**src/hdl/can_diag_pkg.sv**
```systemverilog
// Constants and types shared by the CAN cycle diagnostics block
package can_diag_pkg;

  // ****************************************
  // Timing
  // ****************************************
  localparam int          CLOCK_HZ     = 40_000_000;
  localparam int          NS_PER_S     = 1_000_000_000;
  localparam logic [31:0] NS_PER_CYCLE = 32'(NS_PER_S / CLOCK_HZ);

  // ****************************************
  // Object indices and subindices
  // ****************************************
  localparam logic [15:0] IDX_STATUS   = 16'hf108;
  localparam logic [15:0] IDX_DIAG     = 16'hf120;
  localparam logic [15:0] IDX_CTRL     = 16'hf200;

  localparam logic [7:0]  SUB_RX_CNT   = 8'h21;
  localparam logic [7:0]  SUB_TX_CNT   = 8'h22;
  localparam logic [7:0]  SUB_SYNC_T   = 8'h0f;
  localparam logic [7:0]  SUB_SYNC_MAX = 8'h11;
  localparam logic [7:0]  SUB_COPY_T   = 8'h12;
  localparam logic [7:0]  SUB_COPY_MAX = 8'h14;
  localparam logic [7:0]  SUB_OUT_MISS = 8'h15;
  localparam logic [7:0]  SUB_IN_MISS  = 8'h16;
  localparam logic [7:0]  SUB_SKIP     = 8'h17;
  localparam logic [7:0]  SUB_RX_TOTAL = 8'h18;
  localparam logic [7:0]  SUB_TX_TOTAL = 8'h19;
  localparam logic [7:0]  SUB_GAP      = 8'h1a;
  localparam logic [7:0]  SUB_CTRL_HDR = 8'h00;
  localparam logic [7:0]  SUB_AUTO     = 8'h01;

  // ****************************************
  // Control process data
  // ****************************************
  localparam logic [7:0]  CTRL_PDO_NUM   = 8'h86;
  localparam int          CTRL_AUTO_BIT  = 0;
  localparam logic [7:0]  CTRL_HDR_VALUE = 8'h01;
  localparam logic        AUTO_RESET_VAL = 1'b0;

  // ****************************************
  // Counters
  // ****************************************
  localparam logic [15:0] CNT_MAX      = 16'hffff;
  localparam logic [31:0] TIME_MAX     = 32'hffffffff;
  localparam int          CNT_OUT_MISS = 0;
  localparam int          CNT_IN_MISS  = 1;
  localparam int          CNT_SKIP     = 2;
  localparam int          CNT_RX_TOTAL = 3;
  localparam int          CNT_TX_TOTAL = 4;
  localparam int          NUM_CNT      = 5;

  typedef enum logic {CYC_IDLE, CYC_BUSY} cyc_state_t;

endpackage

```
**src/hdl/sat_count16.sv**
```systemverilog
// Saturating 16-bit accumulator
`timescale 1ns/1ps
`default_nettype none
module sat_count16
  import can_diag_pkg::*;
(
  input  wire logic        i_clock,
  input  wire logic        i_nrst,
  input  wire logic [7:0]  i_add,
  output logic      [15:0] o_value
);

  typedef struct packed {
    logic [15:0] value;
  } cnt_state_t;

  cnt_state_t  state_r;
  cnt_state_t  state_nxt;
  logic [16:0] sum;

  always_comb begin
    state_nxt = state_r;
    sum       = {1'b0, state_r.value} + {9'h000, i_add};
    if (sum > {1'b0, CNT_MAX}) begin
      state_nxt.value = CNT_MAX;
    end else begin
      state_nxt.value = sum[15:0];
    end
  end

  always_ff @(posedge i_clock) begin
    if (!i_nrst) begin
      state_r <= '0;
    end else begin
      state_r <= state_nxt;
    end
  end

  assign o_value = state_r.value;

endmodule // sat_count16
`default_nettype wire

```
**src/hdl/time_meter.sv**
```systemverilog
// Elapsed-time meter in nanoseconds with current and maximum capture
`timescale 1ns/1ps
`default_nettype none
module time_meter
  import can_diag_pkg::*;
(
  input  wire logic        i_clock,
  input  wire logic        i_nrst,
  input  wire logic        i_start,
  input  wire logic        i_stop,
  output logic      [31:0] o_current,
  output logic      [31:0] o_maximum
);

  typedef struct packed {
    logic        running;
    logic [31:0] elapsed;
    logic [31:0] current;
    logic [31:0] maximum;
  } meter_state_t;

  meter_state_t state_r;
  meter_state_t state_nxt;
  logic [32:0]  sum;

  always_comb begin
    state_nxt = state_r;
    sum       = {1'b0, state_r.elapsed} + {1'b0, NS_PER_CYCLE};
    if (state_r.running) begin
      state_nxt.elapsed = sum[32] ? TIME_MAX : sum[31:0];
    end
    // Stop captures time up to this edge
    if (i_stop && state_r.running) begin
      state_nxt.running = 1'b0;
      state_nxt.current = state_r.elapsed;
      if (state_r.elapsed > state_r.maximum) begin
        state_nxt.maximum = state_r.elapsed;
      end
    end
    // Start restarts the measurement
    if (i_start) begin
      state_nxt.running = 1'b1;
      state_nxt.elapsed = NS_PER_CYCLE;
    end
  end

  always_ff @(posedge i_clock) begin
    if (!i_nrst) begin
      state_r <= '0;
    end else begin
      state_r <= state_nxt;
    end
  end

  assign o_current = state_r.current;
  assign o_maximum = state_r.maximum;

endmodule // time_meter
`default_nettype wire

```
**src/hdl/can_cycle_diagnostics.sv**
```systemverilog
// CAN cycle diagnostics: cycle timing, failure counters, error totals, control
//
// Operation
// - Record per cycle the ns from cycle start until SYNC ready.
// - Hold the largest cycle-start-to-SYNC delay as 32-bit read-only value.
// - Record ns from input shift time until host inputs fully written.
// - Keep the largest input shift to inputs-written time.
// - Count cycles whose host output data were not taken over.
// - Count cycles whose host input data were not gathered.
// - Skip the next cycle when the current one is unfinished; count skips.
// - Accumulate receive errors from the controller receive error count.
// - Accumulate transmit errors from the controller transmit error count.
// - Control bits come from receive process data object 134 only.
// - With auto-reset set, a bus-off controller is returned to bus-on.
// - Report controller receive and transmit error counts as 8-bit entries.
`timescale 1ns/1ps
`default_nettype none
module can_cycle_diagnostics
  import can_diag_pkg::*;
(
  input  wire logic        i_clock,
  input  wire logic        i_nrst,
  // Cycle events from the CAN master logic, same clock
  input  wire logic        i_cycle_start,
  input  wire logic        i_cycle_end,
  input  wire logic        i_sync_ready,
  input  wire logic        i_input_shift,
  input  wire logic        i_inputs_written,
  input  wire logic        i_output_miss,
  input  wire logic        i_input_miss,
  output logic             o_cycle_go,
  output logic             o_cycle_skip,
  // CAN controller status
  input  wire logic [7:0]  i_rx_err_cnt,
  input  wire logic [7:0]  i_tx_err_cnt,
  input  wire logic        i_bus_off,
  output logic             o_bus_on_req,
  // Receive process data
  input  wire logic        i_pdo_strobe,
  input  wire logic [7:0]  i_pdo_number,
  input  wire logic [7:0]  i_pdo_control,
  // Object access
  input  wire logic        i_obj_req,
  input  wire logic        i_obj_write,
  input  wire logic [15:0] i_obj_index,
  input  wire logic [7:0]  i_obj_sub,
  output logic             o_obj_ack,
  output logic             o_obj_err,
  output logic      [31:0] o_obj_rdata
);

  // ****************************************
  // Object decode
  // ****************************************
  function automatic logic obj_hit(input logic [15:0] idx, input logic [7:0] sub);
    logic hit;
    hit = 1'b0;
    case (idx)
      IDX_STATUS: hit = (sub == SUB_RX_CNT) || (sub == SUB_TX_CNT);
      IDX_DIAG:   hit = (sub == SUB_SYNC_T) || (sub == SUB_SYNC_MAX) ||
                        (sub == SUB_COPY_T) || (sub == SUB_COPY_MAX) ||
                        ((sub >= SUB_OUT_MISS) && (sub <= SUB_GAP));
      IDX_CTRL:   hit = (sub == SUB_CTRL_HDR) || (sub == SUB_AUTO);
      default:    hit = 1'b0;
    endcase
    return hit;
  endfunction

  // ****************************************
  // State
  // ****************************************
  typedef struct packed {
    cyc_state_t  cyc;
    logic        cycle_go;
    logic        cycle_skip;
    logic [7:0]  rx_cnt;
    logic [7:0]  tx_cnt;
    logic        auto_recover;
    logic        recover_sent;
    logic        bus_on_req;
    logic        ack;
    logic        err;
    logic [31:0] rdata;
  } diag_state_t;

  diag_state_t state_r;
  diag_state_t state_nxt;

  logic        acc_start;
  logic        skip_evt;
  logic [7:0]  rx_delta;
  logic [7:0]  tx_delta;
  logic [7:0]  cnt_add [NUM_CNT];
  logic [15:0] cnt_val [NUM_CNT];
  logic [31:0] sync_ready_time;
  logic [31:0] sync_ready_time_max;
  logic [31:0] input_copy_time;
  logic [31:0] input_copy_time_max;
  logic [31:0] rd_word;

  // ****************************************
  // Cycle sequencing and counter increments
  // ****************************************
  always_comb begin
    // A cycle ending this edge lets a new one start in time
    acc_start = i_cycle_start && ((state_r.cyc == CYC_IDLE) || i_cycle_end);
    skip_evt  = i_cycle_start && !acc_start;
    rx_delta  = (i_rx_err_cnt > state_r.rx_cnt) ? (i_rx_err_cnt - state_r.rx_cnt) : 8'h00;
    tx_delta  = (i_tx_err_cnt > state_r.tx_cnt) ? (i_tx_err_cnt - state_r.tx_cnt) : 8'h00;
    cnt_add[CNT_OUT_MISS] = {7'h00, i_output_miss};
    cnt_add[CNT_IN_MISS]  = {7'h00, i_input_miss};
    cnt_add[CNT_SKIP]     = {7'h00, skip_evt};
    cnt_add[CNT_RX_TOTAL] = rx_delta;
    cnt_add[CNT_TX_TOTAL] = tx_delta;
  end

  genvar g;
  generate
    for (g = 0; g < NUM_CNT; g++) begin : g_cnt
      sat_count16 u_cnt (
        .i_clock (i_clock),
        .i_nrst  (i_nrst),
        .i_add   (cnt_add[g]),
        .o_value (cnt_val[g])
      );
    end
  endgenerate

  // ****************************************
  // Time measurements
  // ****************************************
  time_meter u_sync_meter (
    .i_clock   (i_clock),
    .i_nrst    (i_nrst),
    .i_start   (acc_start),
    .i_stop    (i_sync_ready),
    .o_current (sync_ready_time),
    .o_maximum (sync_ready_time_max)
  );

  time_meter u_copy_meter (
    .i_clock   (i_clock),
    .i_nrst    (i_nrst),
    .i_start   (i_input_shift),
    .i_stop    (i_inputs_written),
    .o_current (input_copy_time),
    .o_maximum (input_copy_time_max)
  );

  // ****************************************
  // Read data selection
  // ****************************************
  always_comb begin
    rd_word = 32'h00000000;
    case (i_obj_index)
      IDX_STATUS: begin
        case (i_obj_sub)
          SUB_RX_CNT: rd_word = {24'h000000, state_r.rx_cnt};
          SUB_TX_CNT: rd_word = {24'h000000, state_r.tx_cnt};
          default:    rd_word = 32'h00000000;
        endcase
      end
      IDX_DIAG: begin
        case (i_obj_sub)
          SUB_SYNC_T:   rd_word = sync_ready_time;
          SUB_SYNC_MAX: rd_word = sync_ready_time_max;
          SUB_COPY_T:   rd_word = input_copy_time;
          SUB_COPY_MAX: rd_word = input_copy_time_max;
          SUB_OUT_MISS: rd_word = {16'h0000, cnt_val[CNT_OUT_MISS]};
          SUB_IN_MISS:  rd_word = {16'h0000, cnt_val[CNT_IN_MISS]};
          SUB_SKIP:     rd_word = {16'h0000, cnt_val[CNT_SKIP]};
          SUB_RX_TOTAL: rd_word = {16'h0000, cnt_val[CNT_RX_TOTAL]};
          SUB_TX_TOTAL: rd_word = {16'h0000, cnt_val[CNT_TX_TOTAL]};
          default:      rd_word = 32'h00000000;
        endcase
      end
      IDX_CTRL: begin
        case (i_obj_sub)
          SUB_CTRL_HDR: rd_word = {24'h000000, CTRL_HDR_VALUE};
          SUB_AUTO:     rd_word = {31'h00000000, state_r.auto_recover};
          default:      rd_word = 32'h00000000;
        endcase
      end
      default: rd_word = 32'h00000000;
    endcase
  end

  // ****************************************
  // Next state
  // ****************************************
  always_comb begin
    state_nxt            = state_r;
    state_nxt.cycle_go   = acc_start;
    state_nxt.cycle_skip = skip_evt;
    case (state_r.cyc)
      CYC_IDLE: begin
        if (acc_start) begin
          state_nxt.cyc = CYC_BUSY;
        end
      end
      CYC_BUSY: begin
        if (i_cycle_end && !acc_start) begin
          state_nxt.cyc = CYC_IDLE;
        end
      end
      default: state_nxt.cyc = CYC_IDLE;
    endcase
    state_nxt.rx_cnt = i_rx_err_cnt;
    state_nxt.tx_cnt = i_tx_err_cnt;
    // Control byte only from its own process data object
    if (i_pdo_strobe && (i_pdo_number == CTRL_PDO_NUM)) begin
      state_nxt.auto_recover = i_pdo_control[CTRL_AUTO_BIT];
    end
    // One bus-on request per bus-off episode
    state_nxt.bus_on_req   = state_r.auto_recover && i_bus_off && !state_r.recover_sent;
    state_nxt.recover_sent = i_bus_off && (state_r.recover_sent || state_nxt.bus_on_req);
    state_nxt.ack   = i_obj_req;
    state_nxt.err   = i_obj_req && (i_obj_write || !obj_hit(i_obj_index, i_obj_sub));
    if (i_obj_req) begin
      state_nxt.rdata = (i_obj_write || !obj_hit(i_obj_index, i_obj_sub)) ? 32'h00000000 : rd_word;
    end
  end

  always_ff @(posedge i_clock) begin
    if (!i_nrst) begin
      state_r              <= '0;
      state_r.cyc          <= CYC_IDLE;
      state_r.auto_recover <= AUTO_RESET_VAL;
    end else begin
      state_r <= state_nxt;
    end
  end

  assign o_cycle_go   = state_r.cycle_go;
  assign o_cycle_skip = state_r.cycle_skip;
  assign o_bus_on_req = state_r.bus_on_req;
  assign o_obj_ack    = state_r.ack;
  assign o_obj_err    = state_r.err;
  assign o_obj_rdata  = state_r.rdata;
endmodule // can_cycle_diagnostics
`default_nettype wire

```
**config.mk**
```make
export PLATFORM = sky130hd
export DESIGN_NAME = can_cycle_diagnostics
export DESIGN_NICKNAME = d
export VERILOG_FILES = /design/src/hdl/can_diag_pkg.sv /design/src/hdl/sat_count16.sv /design/src/hdl/time_meter.sv /design/src/hdl/can_cycle_diagnostics.sv
export SDC_FILE = /design/constraint.sdc
export NUM_CORES = 1
export LEC_CHECK = 0
export BUFFER_PORTS_ARGS = -buffer_cell sky130_fd_sc_hd__buf_4
export CORE_AREA = 4 4 183 185
export DETAILED_ROUTE_END_ITERATION = 12
export DIE_AREA = 0 0 187 189
export PLACE_DENSITY = 0.8
export SYNTH_ARGS = -nofsm -noshare
export SYNTH_HDL_FRONTEND = slang
export SYNTH_SLANG_ARGS = --single-unit
```
**constraint.sdc**
```tcl
create_clock -name i_clock -period 7.3 [get_ports i_clock]
set_input_delay 1.46 -clock i_clock [delete_from_list [all_inputs] [get_ports i_clock]]
set_output_delay 1.46 -clock i_clock [all_outputs]
set_load 0.005 [all_outputs]
```
# [Word level (Yosys, flattened, before mapping)]
# Index checks and enable logic that the tools add are counted.
[word_totals] in_bits=69 out_inout_bits=37 ff_bits=330 elab_cells=123
[classes] addsub=9 n_lt_le_gt_ge=11 eq_ne=16 mux=25 reduce_logical=34 n_bitwise=2
[op_table] op="$pmux 32 s9" count=1
[op_table] op="$mux 32" count=5
[op_table] op="$pmux 32 s3" count=1
[op_table] op="$gt 17x16->1 const B" count=5
[op_table] op="$mux 16" count=5
[op_table] op="$add 32x5->33 const B" count=2
[op_table] op="$mux 33" count=2
[op_table] op="$eq 8x5->1 const B" count=8
[op_table] op="$gt 32x32->1" count=2
[op_table] op="$add 16x1->17" count=3
[op_table] op="$eq 16x16->1 const B" count=3
[op_table] op="$add 16x8->17" count=2
[op_table] op="$eq 8x6->1 const B" count=2
[op_table] op="$gt 8x8->1" count=2
[op_table] op="$mux 8" count=2
[op_table] op="$pmux 8 s2" count=1
[op_table] op="$sub 8x8->8" count=2
[op_table] op="$logic_and 1x1->1" count=11
[op_table] op="$logic_or 1x1->1" count=10
[op_table] op="$eq 8x1->1 const B" count=1
[op_table] op="$eq 8x4->1 const B" count=1
[op_table] op="$eq 8x8->1 const B" count=1
[op_table] op="$ge 8x5->1 const B" count=1
[op_table] op="$le 8x5->1 const B" count=1
[op_table] op="other kinds (9)" count=23

# [Logic depth before layout (Yosys ltp)]
# Gate-level depths: netlist (run 1).
[depth] word_depth=10 depth_mapped=18 mapped_depth_nobuf=17

# [Cells and area by module]
# A second synthesis (run 1) with hierarchy kept.
[hier_totals] cells_unflattened=2516 area_unflattened_um2=20778.7
[modules_own_cells] module="time_meter" seq_area_each_um2=1941.9 area_each_um2=5332.6 n_inst=2 cells_per_inst=642
[modules_own_cells] module="can_cycle_diagnostics" seq_area_each_um2=1121.1 area_each_um2=4792.1 n_inst=1 cells_per_inst=625
[modules_own_cells] module="sat_count16 (g_cnt[1].u_cnt ...)" seq_area_each_um2=320.3 area_each_um2=1051.0 n_inst=4 cells_per_inst=118
[modules_own_cells] module="sat_count16 (g_cnt[0].u_cnt)" seq_area_each_um2=320.3 area_each_um2=1117.3 n_inst=1 cells_per_inst=135

# [Worst setup path after synthesis (run 1)]
# OpenSTA, ideal clock, no wires.
[synth_timing] path_type="input to register" start="input port i_tx_err_cnt[2]" end="register g_cnt[4].u_cnt.state_r, in the netlist g_cnt[4].u_cnt.o_value[15]" required_ns=7.184 path_buffers=0 setup_time_ns=0.116 stages=14 arrival_ns=4.968 path_slack_ns=2.216 cell_sequence="ha_1 > nor2b_1 > o21a_1 > o21ai_0 > a21oi_1 > o31ai_1 > nor2_1 > ha_1 > a21o_1 > a21o_1 > a2111oi_0 > nor3b_1 > a31o_2 > and3_1"
[synth_between] elab_chain_len=5 word_cells_on_any_way=6 classes_between="add/sub: 2; order compare: 2; mux: 2"
[synth_lines] element="from (decl)" line="can_cycle_diagnostics.sv:35" text="input wire logic [7:0] i_tx_err_cnt,"
[synth_lines] element="$sub 8x8->8 / $gt 8x8->1 (equally long branches)" line="can_cycle_diagnostics.sv:109" text="tx_delta = (i_tx_err_cnt > state_r.tx_cnt) ? (i_tx_err_cnt - state_r.tx_cnt) : 8'h00;"
[synth_lines] element="$mux 8 *" line="can_cycle_diagnostics.sv:109"
[synth_lines] element="$add 16x8->17 *" line="sat_count16.sv:23" text="sum = {1'b0, state_r.value} + {9'h000, i_add};"
[synth_lines] element="$gt 17x16->1" line="sat_count16.sv:24" text="if (sum > {1'b0, CNT_MAX}) begin"
[synth_lines] element="$mux 16 *" line="sat_count16.sv:24"
[synth_lines] element="to (signal assigned)" line="sat_count16.sv:35" text="state_r <= state_nxt;"
[synth_lines] element="to (decl)" line="sat_count16.sv:17" text="cnt_state_t state_r;"
# Mark *: on every way between the ends. The rest lies on a longest branch, timed or not.
# A chain may end at the register's enable or synchronous reset.

# [Worst setup path in the final report (run 1)]
[layout_timing] start="input port i_tx_err_cnt[0]" end="register g_cnt[4].u_cnt.state_r, in the netlist g_cnt[4].u_cnt.o_value[15]"
# The elaborated chain is that of the path after synthesis.

==> results by group, run 1 <==
Power and ir drop
  – Peak VDD IR: 0.159 mV
  – Sw Share: 25.2%
  – P_sw: 1.14 mW
  – Pleak: 7.55 nW
  – Sequential Power Share: 42.4%
  – Clk pwr share: 46.0%
  – Int Power: 3.37 mW
  – Logic pwr share: 11.7%
  – PwrDens: 225 nW/um^2

GRT
  – Vias in the first global route: 15,200
  – Initial antenna violation count: 0
  – Remaining Overflow, GRT: 0
  – First-pass GRT wire length: 80.5 mm
  – Largest net degree at the start of global routing: 85
  – Total GRT Usage: 27.4%

Drt
  – Post-DRT Antenna Nets: 0
  – Routed wire length: 50.7 mm
  – Drc violations: 0
  – Wire per inst: 19.3 um
  – Vias per cell: 6.15
  – DRT iter0 DRCs: 1,566
  – Drt pass-1 iters: 6
  – Via count: 16,200

Timing
  – Slew Limit Headroom: 13.3%
  – Final Skew: 0.0152 ns
  – Worst slew pin tran: 1.29 ns
  – Max Freq: 0.189 GHz
  – WHS: 0.425 ns
  – Final Max Slew Viols: 0
  – Setup TNS: 0 ns
  – Final setup violating endpoints: 0
  – Final Hold Vio Count: 0
  – Tmin final: 5.30 ns
  – Final period utilization: 72.5%
  – RSZ-0062 raised after global routing: false

Clock network
  – TritonCTS sink count: 330
  – Clock root cell: clkbuf_16
  – Post-cts hold buffer count: 0
  – TritonCTS Buffers: 37
  – Reg clk slew, reported paths: 0.06 ns
  – H-tree lvl count: 2
  – Setup Buffers After CTS: 0
  – Clock Path Buffers: 3
  – Skew-Pair Late Insertion Delay: 0.53 ns
  – CTS tree: built
  – Post-cts resize count: 0

Synthesis
  – Synth area leaders: dfxtp_1, nand2_1, ha_1
  – YS warnings: 0
  – Post-Syn Instances: 2,188
  – Post-synthesis sequential area ratio: 36.7%
  – Netlist cell types: 92
  – Syn avg cell area: 8.22 sq um
  – Top-area cell type share of the netlist area: 36.7%
  – Post-synth EDFFs: 0
  – Post-synth top flop: dfxtp_1
  – Synth Register Bits: 330
  – Mapped Area: 18,000 sq um
  – Mapped Nets: 2,365
  – Ys async rst share: 0%
  – Post-synthesis cell type with the largest combined area: dfxtp_1

Setup path
  – CP Capture Type: register
  – Worst R2R Setup Slack: 2.70 ns
  – CP Launch Type: input port
  – Beginning of the critical path: i_tx_err_cnt[0]
  – RR Endpoint: g_cnt[3].u_cnt.o_value[9]
  – FF-to-FF path depth: 17
  – CP arrival: 5.70 ns
  – Worst r2r src: state_r[47]
  – Crit Path Category: in -> reg
  – Worst endpoint required time: 7.71 ns
  – Largest driver fanout on the critical path: 8
  – Worst Setup EP: g_cnt[4].u_cnt.o_value[15]

Die
  – Die width: 187 um
  – Initial Util: 56.1%
  – Ports: 106
  – CORE AREA: 32,000 sq um
  – Full die area: 35,300 sq um
  – Rows: 66
  – Height of the die: 189 um

Place
  – Port buffer count: 98
  – Hpwl dp: 36.5 mm
  – GPL Wtd Cong: 0.932

Cells and area
  – Antenna fix cells: 0
  – Commonest non-fill, non-tap cells in the layout: nand2_1, dfxtp_1, a21oi_1
  – Fin nets: 2,377
  – Commonest non-fill, non-tap cell in the layout: nand2_1
  – Area grow syn2layout: 11.4%
  – FF/Latch Area: 6610 sq um
  – Multi-input gate area: 10,300 sq um
  – Layout cell share with drive strength beyond 1: 10.2%
  – Fillers: 2,691

Min path
  – HP Class: reg -> reg

Status
  – Status: complete, no violations

Job
  – MaxCap Viol Count: 0
cell families after synthesis:
family / after synthesis / share of synthesized area, %
simple gates: 804 / 21.1
compound gates: 504 / 18.0
flops: 330 / 36.7
buf+inv: 251 / 6.36
fa+ha+maj: 108 / 7.68
mux: 98 / 5.67
xor+xnor: 93 / 4.53
per-stage QoR:
stage	utilization (%)	std cells	setup WS [ns]	cell area (sq um)	power [mW]
2_1_floorplan	-	2188	2.22	18000	2.31
3_3_place_gp	58.3	2569	1.53	18700	2.45
3_5_place_dp	58.3	2569	1.48	18700	2.46
4_1_cts	62.5	2634	2.03	20000	4.52
5_1_grt	62.5	2634	1.45	20000	4.66
6_report	62.5	2634	2.00	20000	4.51
power by group through the flow:
stage               clock network [mW]  logic (mW)  registers, mW
CTS                               2.09       0.519           1.91
finish                            2.07       0.526           1.91
floorplan                            0       0.392           1.92
global placement                     0       0.501           1.95
global route                      2.16       0.579           1.92
detailed placement                   0       0.514           1.95
final cells by class:
class | count | area share (%)
repair buffers | 116 | 4.35
flip-flops and latches | 330 | 33.0
well taps | 408 | 2.55
clock buffers | 51 | 5.55
inverters | 108 | 2.04
multi-input cells | 1607 | 51.3
clock inverters | 14 | 1.27
worst min-delay path by stage:
| stage | start | endpoint | slack (ns) | cells after the start |
|---|---|---|---|---|
| floorplan | state_r[35] | o_bus_on_req | 0.40 | 1 |
| global placement | state_r[35] | o_bus_on_req | 0.41 | 1 |
| detailed placement | state_r[35] | o_bus_on_req | 0.42 | 1 |
| CTS | state_r[35] | o_bus_on_req | 0.43 | 1 |
| global route | state_r[35] | o_bus_on_req | 0.47 | 1 |
| finish | state_r[35] | o_bus_on_req | 0.43 | 1 |
registers in the layout, summed over array words and instances, names as in the netlist:
signal,cells
g_cnt.u_cnt.o_value,80
u_copy_meter.o_current,32
u_copy_meter.state_r,33
u_sync_meter.o_current,32
o_cycle_skip,1
o_obj_rdata,32
o_obj_err,1
o_obj_ack,1
o_cycle_go,1
state_r,19
u_sync_meter.o_maximum,32
u_sync_meter.state_r,33
u_copy_meter.o_maximum,32
o_bus_on_req,1
cells in the mapped netlist, types with 14 or more instances:
cell type and number:
mux2i_1 94, xor2_1 45, clkbuf_1 81, a22o_1 16, nor2_1 135, nand3_1 68
a31oi_1 21, and3_1 14, nand2_1 369, and2_1 23, ha_1 104, xnor2_1 48
nor3_1 45, o21ai_0 42, a21o_1 14, o21ai_1 35, inv_1 108, nand4_1 40
a21oi_1 201, dfxtp_1 330, a22oi_1 39, a221oi_1 15, buf_4 38, nor2b_1 17
per-layer routing:
metal	GRT usage (%)	wire length (um)	up-vias	share of wire, %
met2	44.3	23200	644	46
li1	-	-	7745	-
met1	37.4	21700	7689	43
met3	4.06	3820	123	7.5
met4	10.7	1940	0	3.8
met5	0	0	-	0
worst max-delay path, stage by stage:
cell       delay [ns]
buf_4            0.10
inv_1            0.08
ha_1             0.19
fa_1             0.19
nor2b_1          0.06
o21a_1           0.17
o21ai_0          0.27
a21oi_1          0.13
o31ai_1          0.74
nor2_1           0.18
ha_1             0.33
a21o_1           0.16
a21o_1           0.21
a2111oi_0        0.78
nor3b_1          0.18
a31o_2           0.29
and3_1           0.17
Power figures use the tool's default switching activity.
==> inputs of run 2 (changes only) <==
Clock period 7.3 ns to 5.2 ns, I/O delays scaled along.
==> results by group, run 2 (synthesized netlist as in run 1, its figures left out) <==
Timing
  – Final Hold Vio Count: 0 (unchanged)
  – RSZ-0062 raised after global routing: false
  – Setup TNS: 0 ns (unchanged)
  – Max Freq: 0.217 GHz
  – Tmin final: 4.60 ns
  – Final period utilization: 88.4%
  – Final Max Slew Viols: 0 (unchanged)
  – Final setup violating endpoints: 0 (unchanged)
  – Slew Limit Headroom: 13.0% (-0.34 points)
  – Final Skew: 0.0200 ns (+0.00487 ns)
  – Worst slew pin tran: 1.30 ns (+0.00298 ns)

Cells and area
  – FF/Latch Area: 6610 sq um (unchanged)
  – Layout cell share with drive strength beyond 1: 10.2% (+0.067 points)
  – Final instance area: 20,000 sq um (-0.33%)
  – Max FFs per register: 80 (unchanged)
  – Fillers: 2,688 (-0.11%)
  – Commonest non-fill, non-tap cell in the layout: nand2_1
  – Area grow syn2layout: 11.0%
  – Fin cells: 2,639 (+0.19%)
  – Commonest non-fill, non-tap cells in the layout: nand2_1, dfxtp_1, a21oi_1
  – Multi-input gate area: 10,300 sq um (unchanged)
  – Fin nets: 2,382 (+0.21%)
  – Antenna fix cells: 0 (unchanged)

GRT
  – Remaining Overflow, GRT: 0 (unchanged)
  – Initial antenna violation count: 0 (unchanged)
  – Vias in the first global route: 15,000 (-1.2%)
  – Total GRT Usage: 27.0% (-0.40 points)
  – Largest net degree at the start of global routing: 79 (-7.1%)
  – First-pass GRT wire length: 79.4 mm (-1.3%)

Drt
  – DRT iter0 DRCs: 1,648 (+5.2%)
  – Routed wire length: 50.1 mm (-1.1%)
  – Post-DRT Antenna Nets: 0 (unchanged)
  – Vias per cell: 6.19 (+0.65%)
  – Wire per inst: 19.0 um (-1.3%)
  – Drt pass-1 iters: 6 (unchanged)
  – Via count: 16,300 (+0.85%)
  – Drc violations: 0 (unchanged)

Power and ir drop
  – Pwr Total: 6.14 mW (+36%)
  – Pleak: 7.53 nW (-0.32%)
  – PwrDens: 308 nW/um^2 (+37%)
  – Peak VDD IR: 0.278 mV (+75%)

Clock network
  – Skew-Pair Late Insertion Delay: 0.53 ns (about the same)
  – Clock Path Buffers: 3 (unchanged)
  – CTS tree: built
  – Post-cts resize count: 0 (unchanged)
  – Reg clk slew, reported paths: 0.06 ns (about the same)
  – Post-cts hold buffer count: 0 (unchanged)
  – Clock root cell: clkbuf_16
  – TritonCTS sink count: 330 (unchanged)
  – TritonCTS Buffers: 36 (-2.7%)
  – Setup Buffers After CTS: 0 (unchanged)
  – H-tree lvl count: 2 (unchanged)

Setup path
  – RR Endpoint: g_cnt[3].u_cnt.o_value[11]
  – CP Launch Type: input port
  – Worst R2R Setup Slack: 0.93 ns (-1.77 ns)
  – CP arrival: 5.02 ns (-0.68 ns)
  – Largest driver fanout on the critical path: 11 (+3)
  – Worst r2r src: state_r[45]
  – Worst Setup EP: g_cnt[3].u_cnt.o_value[11]
  – FF-to-FF path depth: 17 (unchanged)
  – CP Capture Type: register
  – Crit Path Category: in -> reg
  – Worst endpoint required time: 5.62 ns (-2.09 ns)
  – Beginning of the critical path: i_rx_err_cnt[0]

Die
  – Rows: 66 (unchanged)
  – Ports: 106 (unchanged)
  – Die width: 187 um (unchanged)
  – CORE AREA: 32,000 sq um (unchanged)
  – Initial Util: 56.1% (unchanged)
  – Height of the die: 189 um (unchanged)
  – Full die area: 35,300 sq um (unchanged)

Min path
  – HP Class: reg -> reg

Place
  – GPL Wtd Cong: 0.957 (+2.7%)
  – Placed cells: 2,575 (+0.23%)
  – Hpwl dp: 36.5 mm (+0.24%)
  – Port buffer count: 98 (unchanged)
  – Post-Place Cell Area: 18,700 sq um (+0.24%)

Job
  – MaxCap Viol Count: 0 (unchanged)

Status
  – Status: complete, no violations
## run 2: cell types whose count changed in the layout (fill, tap and decap cells not counted)
cell	delta
clkinv_4	+1
inv_6	+1
bufinv_16	-2
clkbuf_8	-2
buf_4	+6
clkinv_2	+1
clkinvlp_4	-1
clkbuf_16	-2
clkbuf_1	+3
## run 2: how the worst min path moves through the flow
stage                                from         endpoint  slack [ns]  cells after the start
after detailed placement      state_r[35]     o_bus_on_req        0.41                      1
final                         state_r[35]     o_bus_on_req        0.42                      1
after global routing      o_obj_rdata[31]  o_obj_rdata[31]        0.46                      2
after floorplan               state_r[35]     o_bus_on_req        0.40                      1
after CTS                     state_r[35]     o_bus_on_req        0.42                      1
after global placement        state_r[35]     o_bus_on_req        0.41                      1
## run 2: power breakdown
part | internal [mW] | switching, mW | total (mW)
sequential | 2.60 | 0.0782 | 2.68
combinational | 0.308 | 0.439 | 0.747
clock | 1.66 | 1.06 | 2.72
## run 2: layout make-up
class                           count  area share (%)
Inverter                          108            2.04
Tap cell                          408            2.56
Timing Repair Buffer              122            4.59
Sequential cell                   330            33.1
Multi-Input combinational cell   1607            51.5
Clock buffer                       50            5.23
Clock inverter                     14            1.05
## run 2: metal layers
layer | global-route usage, % | wire (um) | vias up
li1 | - | - | 7751
met1 | 37.2 | 21500 | 7808
met2 | 43.7 | 22800 | 651
met3 | 4.11 | 3850 | 128
met4 | 9.44 | 1920 | 0
met5 | 0 | 0 | -
## run 2: metrics by stage
stage	hold slack, ns	util, %	setup WS, ns
detailed placement	0.412	58.4	0.166
finish	0.419	62.3	0.601
global placement	0.405	58.4	0.242
global route	0.459	62.3	0.277
floorplan	0.398	-	0.536
CTS	0.420	62.3	0.690
## run 2: critical path, cell delays in order
cell and delay, ns:
buf_4 0.07, inv_1 0.05, ha_1 0.22, fa_1 0.39
nor2b_1 0.17, o21a_1 0.14, o21ai_0 0.11, a21oi_1 0.21
o31ai_1 0.09, buf_4 0.17, nor2_1 0.09, ha_1 0.19
fa_1 0.22, a21o_1 0.13, a21oi_1 0.10, o21a_1 0.24
nor3_1 1.04, nor3_1 0.12, a211oi_1 0.24
==> inputs of run 3 (changes only) <==
Settings changed: CORE_AREA 4 4 183 185 to 4 4 187 189, DIE_AREA 0 0 187 189 to 0 0 191 193, PLACE_DENSITY 0.8 to 0.86, SYNTH_HIERARCHICAL set to 1.
==> results by group, run 3 <==
Setup path
  – CP arrival: 4.82 ns (-0.20 ns)
  – Worst path cell trace: buf_4, inv_1, ha_1, inv_1, fa_1, a21o_1, a21oi_1, nor2_1, o311a_1, o31ai_1, buf_4, nor2_1, ha_1, a21oi_1, nand2_1, o211ai_2, nor4b_1, nor3_1
  – Largest driver fanout on the critical path: 11 (unchanged)
  – Slowest cell on crit path: o211ai_2
  – Worst endpoint required time: 5.59 ns (-0.03 ns)
  – Beginning of the critical path: i_rx_err_cnt[0]
  – Crit Path Category: in -> reg
  – Slowest stage delay, CP: 0.47 ns (-0.57 ns)
  – CP Launch Type: input port
  – FF-to-FF path depth: 16 (-1)
  – Buf+Inv Stages, Crit Path: 4 (+1)
  – CP Capture Type: register
  – WP depth: 18 (-1)
  – Worst r2r src: state_r[45]
  – CP top delay family: compound AO/OA/AOI/OAI gates

Synthesis
  – Netlist cell types: 97 (+5.4%)
  – Post-Syn Instances: 2,516 (+15%)
  – Mapped Area: 20,800 sq um (+16%)
  – Top-count cell post-synth: nand2_1
  – Post-synth top flop: dfxtp_1
  – YS warnings: 6 (+6)
  – Ys async rst share: 0% (unchanged)
  – Synth area leaders: dfxtp_1, ha_1, nand2_1
  – Top cells by count, synth: nand2_1, dfxtp_1, a21oi_1, buf_4, inv_1
  – Top-area cell type share of the netlist area: 31.8% (-4.9 points)
  – Post-synthesis cell type with the largest combined area: dfxtp_1
  – Post-synth EDFFs: 0 (unchanged)
  – Synth Register Bits: 330 (unchanged)
  – Post-synthesis sequential area ratio: 31.8% (-4.9 points)
  – Syn avg cell area: 8.26 sq um (+0.45%)

Cells and area
  – Fin cells: 2,890 (+9.5%)
  – Area grow syn2layout: 4.55%
  – Fin nets: 2,616 (+9.8%)
  – Commonest non-fill, non-tap cell in the layout: nand2_1
  – Max FFs per register: 80 (unchanged)
  – Commonest non-fill, non-tap cells in the layout: nand2_1, dfxtp_1, a21oi_1
  – Layout cell share with drive strength beyond 1: 9.95% (-0.26 points)

Drt
  – Vias per cell: 6.32 (+2.0%)
  – Drc violations: 0 (unchanged)
  – Drt pass-1 iters: 6 (unchanged)
  – Wire per inst: 19.5 um (+2.5%)
  – DRT iter0 DRCs: 1,780 (+8.0%)
  – Via count: 18,300 (+12%)
  – Routed wire length: 56.3 mm (+12%)
  – Post-DRT Antenna Nets: 0 (unchanged)

GRT
  – Remaining Overflow, GRT: 0 (unchanged)
  – Vias in the first global route: 17,300 (+15%)
  – Largest net degree at the start of global routing: 166 (+110%)
  – Initial antenna violation count: 1 (+1)
  – Total GRT Usage: 29.4% (+2.3 points)
  – First-pass GRT wire length: 89.3 mm (+12%)

Clock network
  – Post-cts hold buffer count: 0 (unchanged)
  – TritonCTS Buffers: 36 (unchanged)
  – CTS tree: built
  – Clock root cell: clkbuf_16
  – Setup Buffers After CTS: 0 (unchanged)
  – Skew-Pair Late Insertion Delay: 0.52 ns (about the same)
  – Reg clk slew, reported paths: 0.06 ns (about the same)
  – Clock Path Buffers: 3 (unchanged)
  – TritonCTS sink count: 330 (unchanged)
  – Post-cts resize count: 0 (unchanged)
  – H-tree lvl count: 2 (unchanged)

Power and ir drop
  – Peak VDD IR: 0.241 mV (-13%)
  – Pwr Total: 6.79 mW (+11%)
  – Pleak: 8.56 nW (+14%)
  – PwrDens: 313 nW/um^2 (+1.7%)

Place
  – Hpwl dp: 40.8 mm (+12%)
  – Port buffer count: 98 (unchanged)
  – Post-Place Setup Slack: 0.354 ns (+0.188 ns)
  – GPL Wtd Cong: 0.991 (+3.5%)
  – Placed cells: 2,828 (+9.8%)

Die
  – Rows: 67 (+1.5%)
  – Ports: 106 (unchanged)
  – Initial Util: 62.4% (+6.3 points)
  – CORE AREA: 33,300 sq um (+3.9%)
  – Full die area: 36,900 sq um (+4.3%)
  – Height of the die: 193 um (+2.1%)
  – Die width: 191 um (+2.1%)

Timing
  – Worst slew pin tran: 1.36 ns (+0.0684 ns)
  – Slew Limit Headroom: 9.09% (-3.9 points)
  – WHS: 0.418 ns (-0.000851 ns)
  – Setup TNS: 0 ns (unchanged)
  – Final period utilization: 85.3% (-3.1 points)
  – Final Skew: 0.0151 ns (-0.00498 ns)
  – Final setup violating endpoints: 0 (unchanged)
  – Worst setup margin: 0.765 ns (+0.164 ns)
  – Final Max Slew Viols: 0 (unchanged)
  – Tmin final: 4.44 ns (-0.164 ns)
  – RSZ-0062 raised after global routing: false
  – Final Hold Vio Count: 0 (unchanged)
  – Max Freq: 0.225 GHz (+3.7%)

Min path
  – Hold path depth: 1 (unchanged)
  – HP Class: reg -> reg
  – Min-delay src: state_r[35]

Status
  – Status: complete, no violations

Job
  – MaxCap Viol Count: 0 (unchanged)
-- run 3: cell types whose count changed in the layout (fill, tap and decap cells not counted), moves of 15 or more --
cell	change
o21ai_0	+26
a22oi_1	-17
o21ai_1	-34
conb_1	+24
a21boi_0	+63
a21oi_1	-38
nand2_1	+29
nor2b_1	+17
inv_1	+29
a21o_1	+15
nor2_1	-16
ha_1	+18
o211ai_1	+16
-- run 3: path summary, 6_finish.rpt --
path | to | slack, ns
worst min-delay path | o_bus_on_req | 0.42
worst max register to register | g_cnt[3].u_cnt/o_value[7] | 1.01
worst max-delay path | g_cnt[3].u_cnt/o_value[7] | 0.76
worst min register to register | o_bus_on_req | 0.42
-- run 3: logic make-up after synthesis --
kind of cell | share of synthesized area [%]
DFF | 31.8
muxes | 4.92
other | 0.0180
adders and majority gates | 8.02
AOI/OAI and AO/OA | 20.2
xor gates and xnor gates | 3.12
buffers and inverters | 10.9
and+or+nand+nor | 21.0
-- run 3: final cells by class --
class,instances,area [sq um]
repair buffers,116,887
inverters,141,529
multi-input cells,1793,12000
clock inverters,13,158
fillers,2696,11600
diodes,1,2.50
well taps,448,561
flip-flops and latches,330,6610
clock buffers,48,986
-- run 3: through the flow --
| stage | utilization (%) | cell area (sq um) |
|---|---|---|
| 2_1_floorplan | - | 20900 |
| 3_3_place_gp | 61.8 | 20600 |
| 3_5_place_dp | 61.8 | 20600 |
| 4_1_cts | 65.3 | 21700 |
| 5_1_grt | 65.3 | 21700 |
| 6_report | 65.3 | 21700 |
-- run 3: metal layers --
metal | part of all wire, % | wire [um] | up-vias | GRT usage, %
li1 | - | - | 8557 | -
met1 | 40 | 22700 | 8727 | 37.4
met2 | 48 | 26800 | 817 | 50.4
met3 | 7.8 | 4400 | 156 | 4.21
met4 | 4.2 | 2380 | 0 | 11.9
met5 | 0 | 0 | - | 0
-- run 3: where the power goes --
part	switching [mW]	leakage [nW]	internal [mW]
Sequential	0.175	2.68	2.67
Combinational	0.849	5.32	0.557
Clock	1.06	0.563	1.48
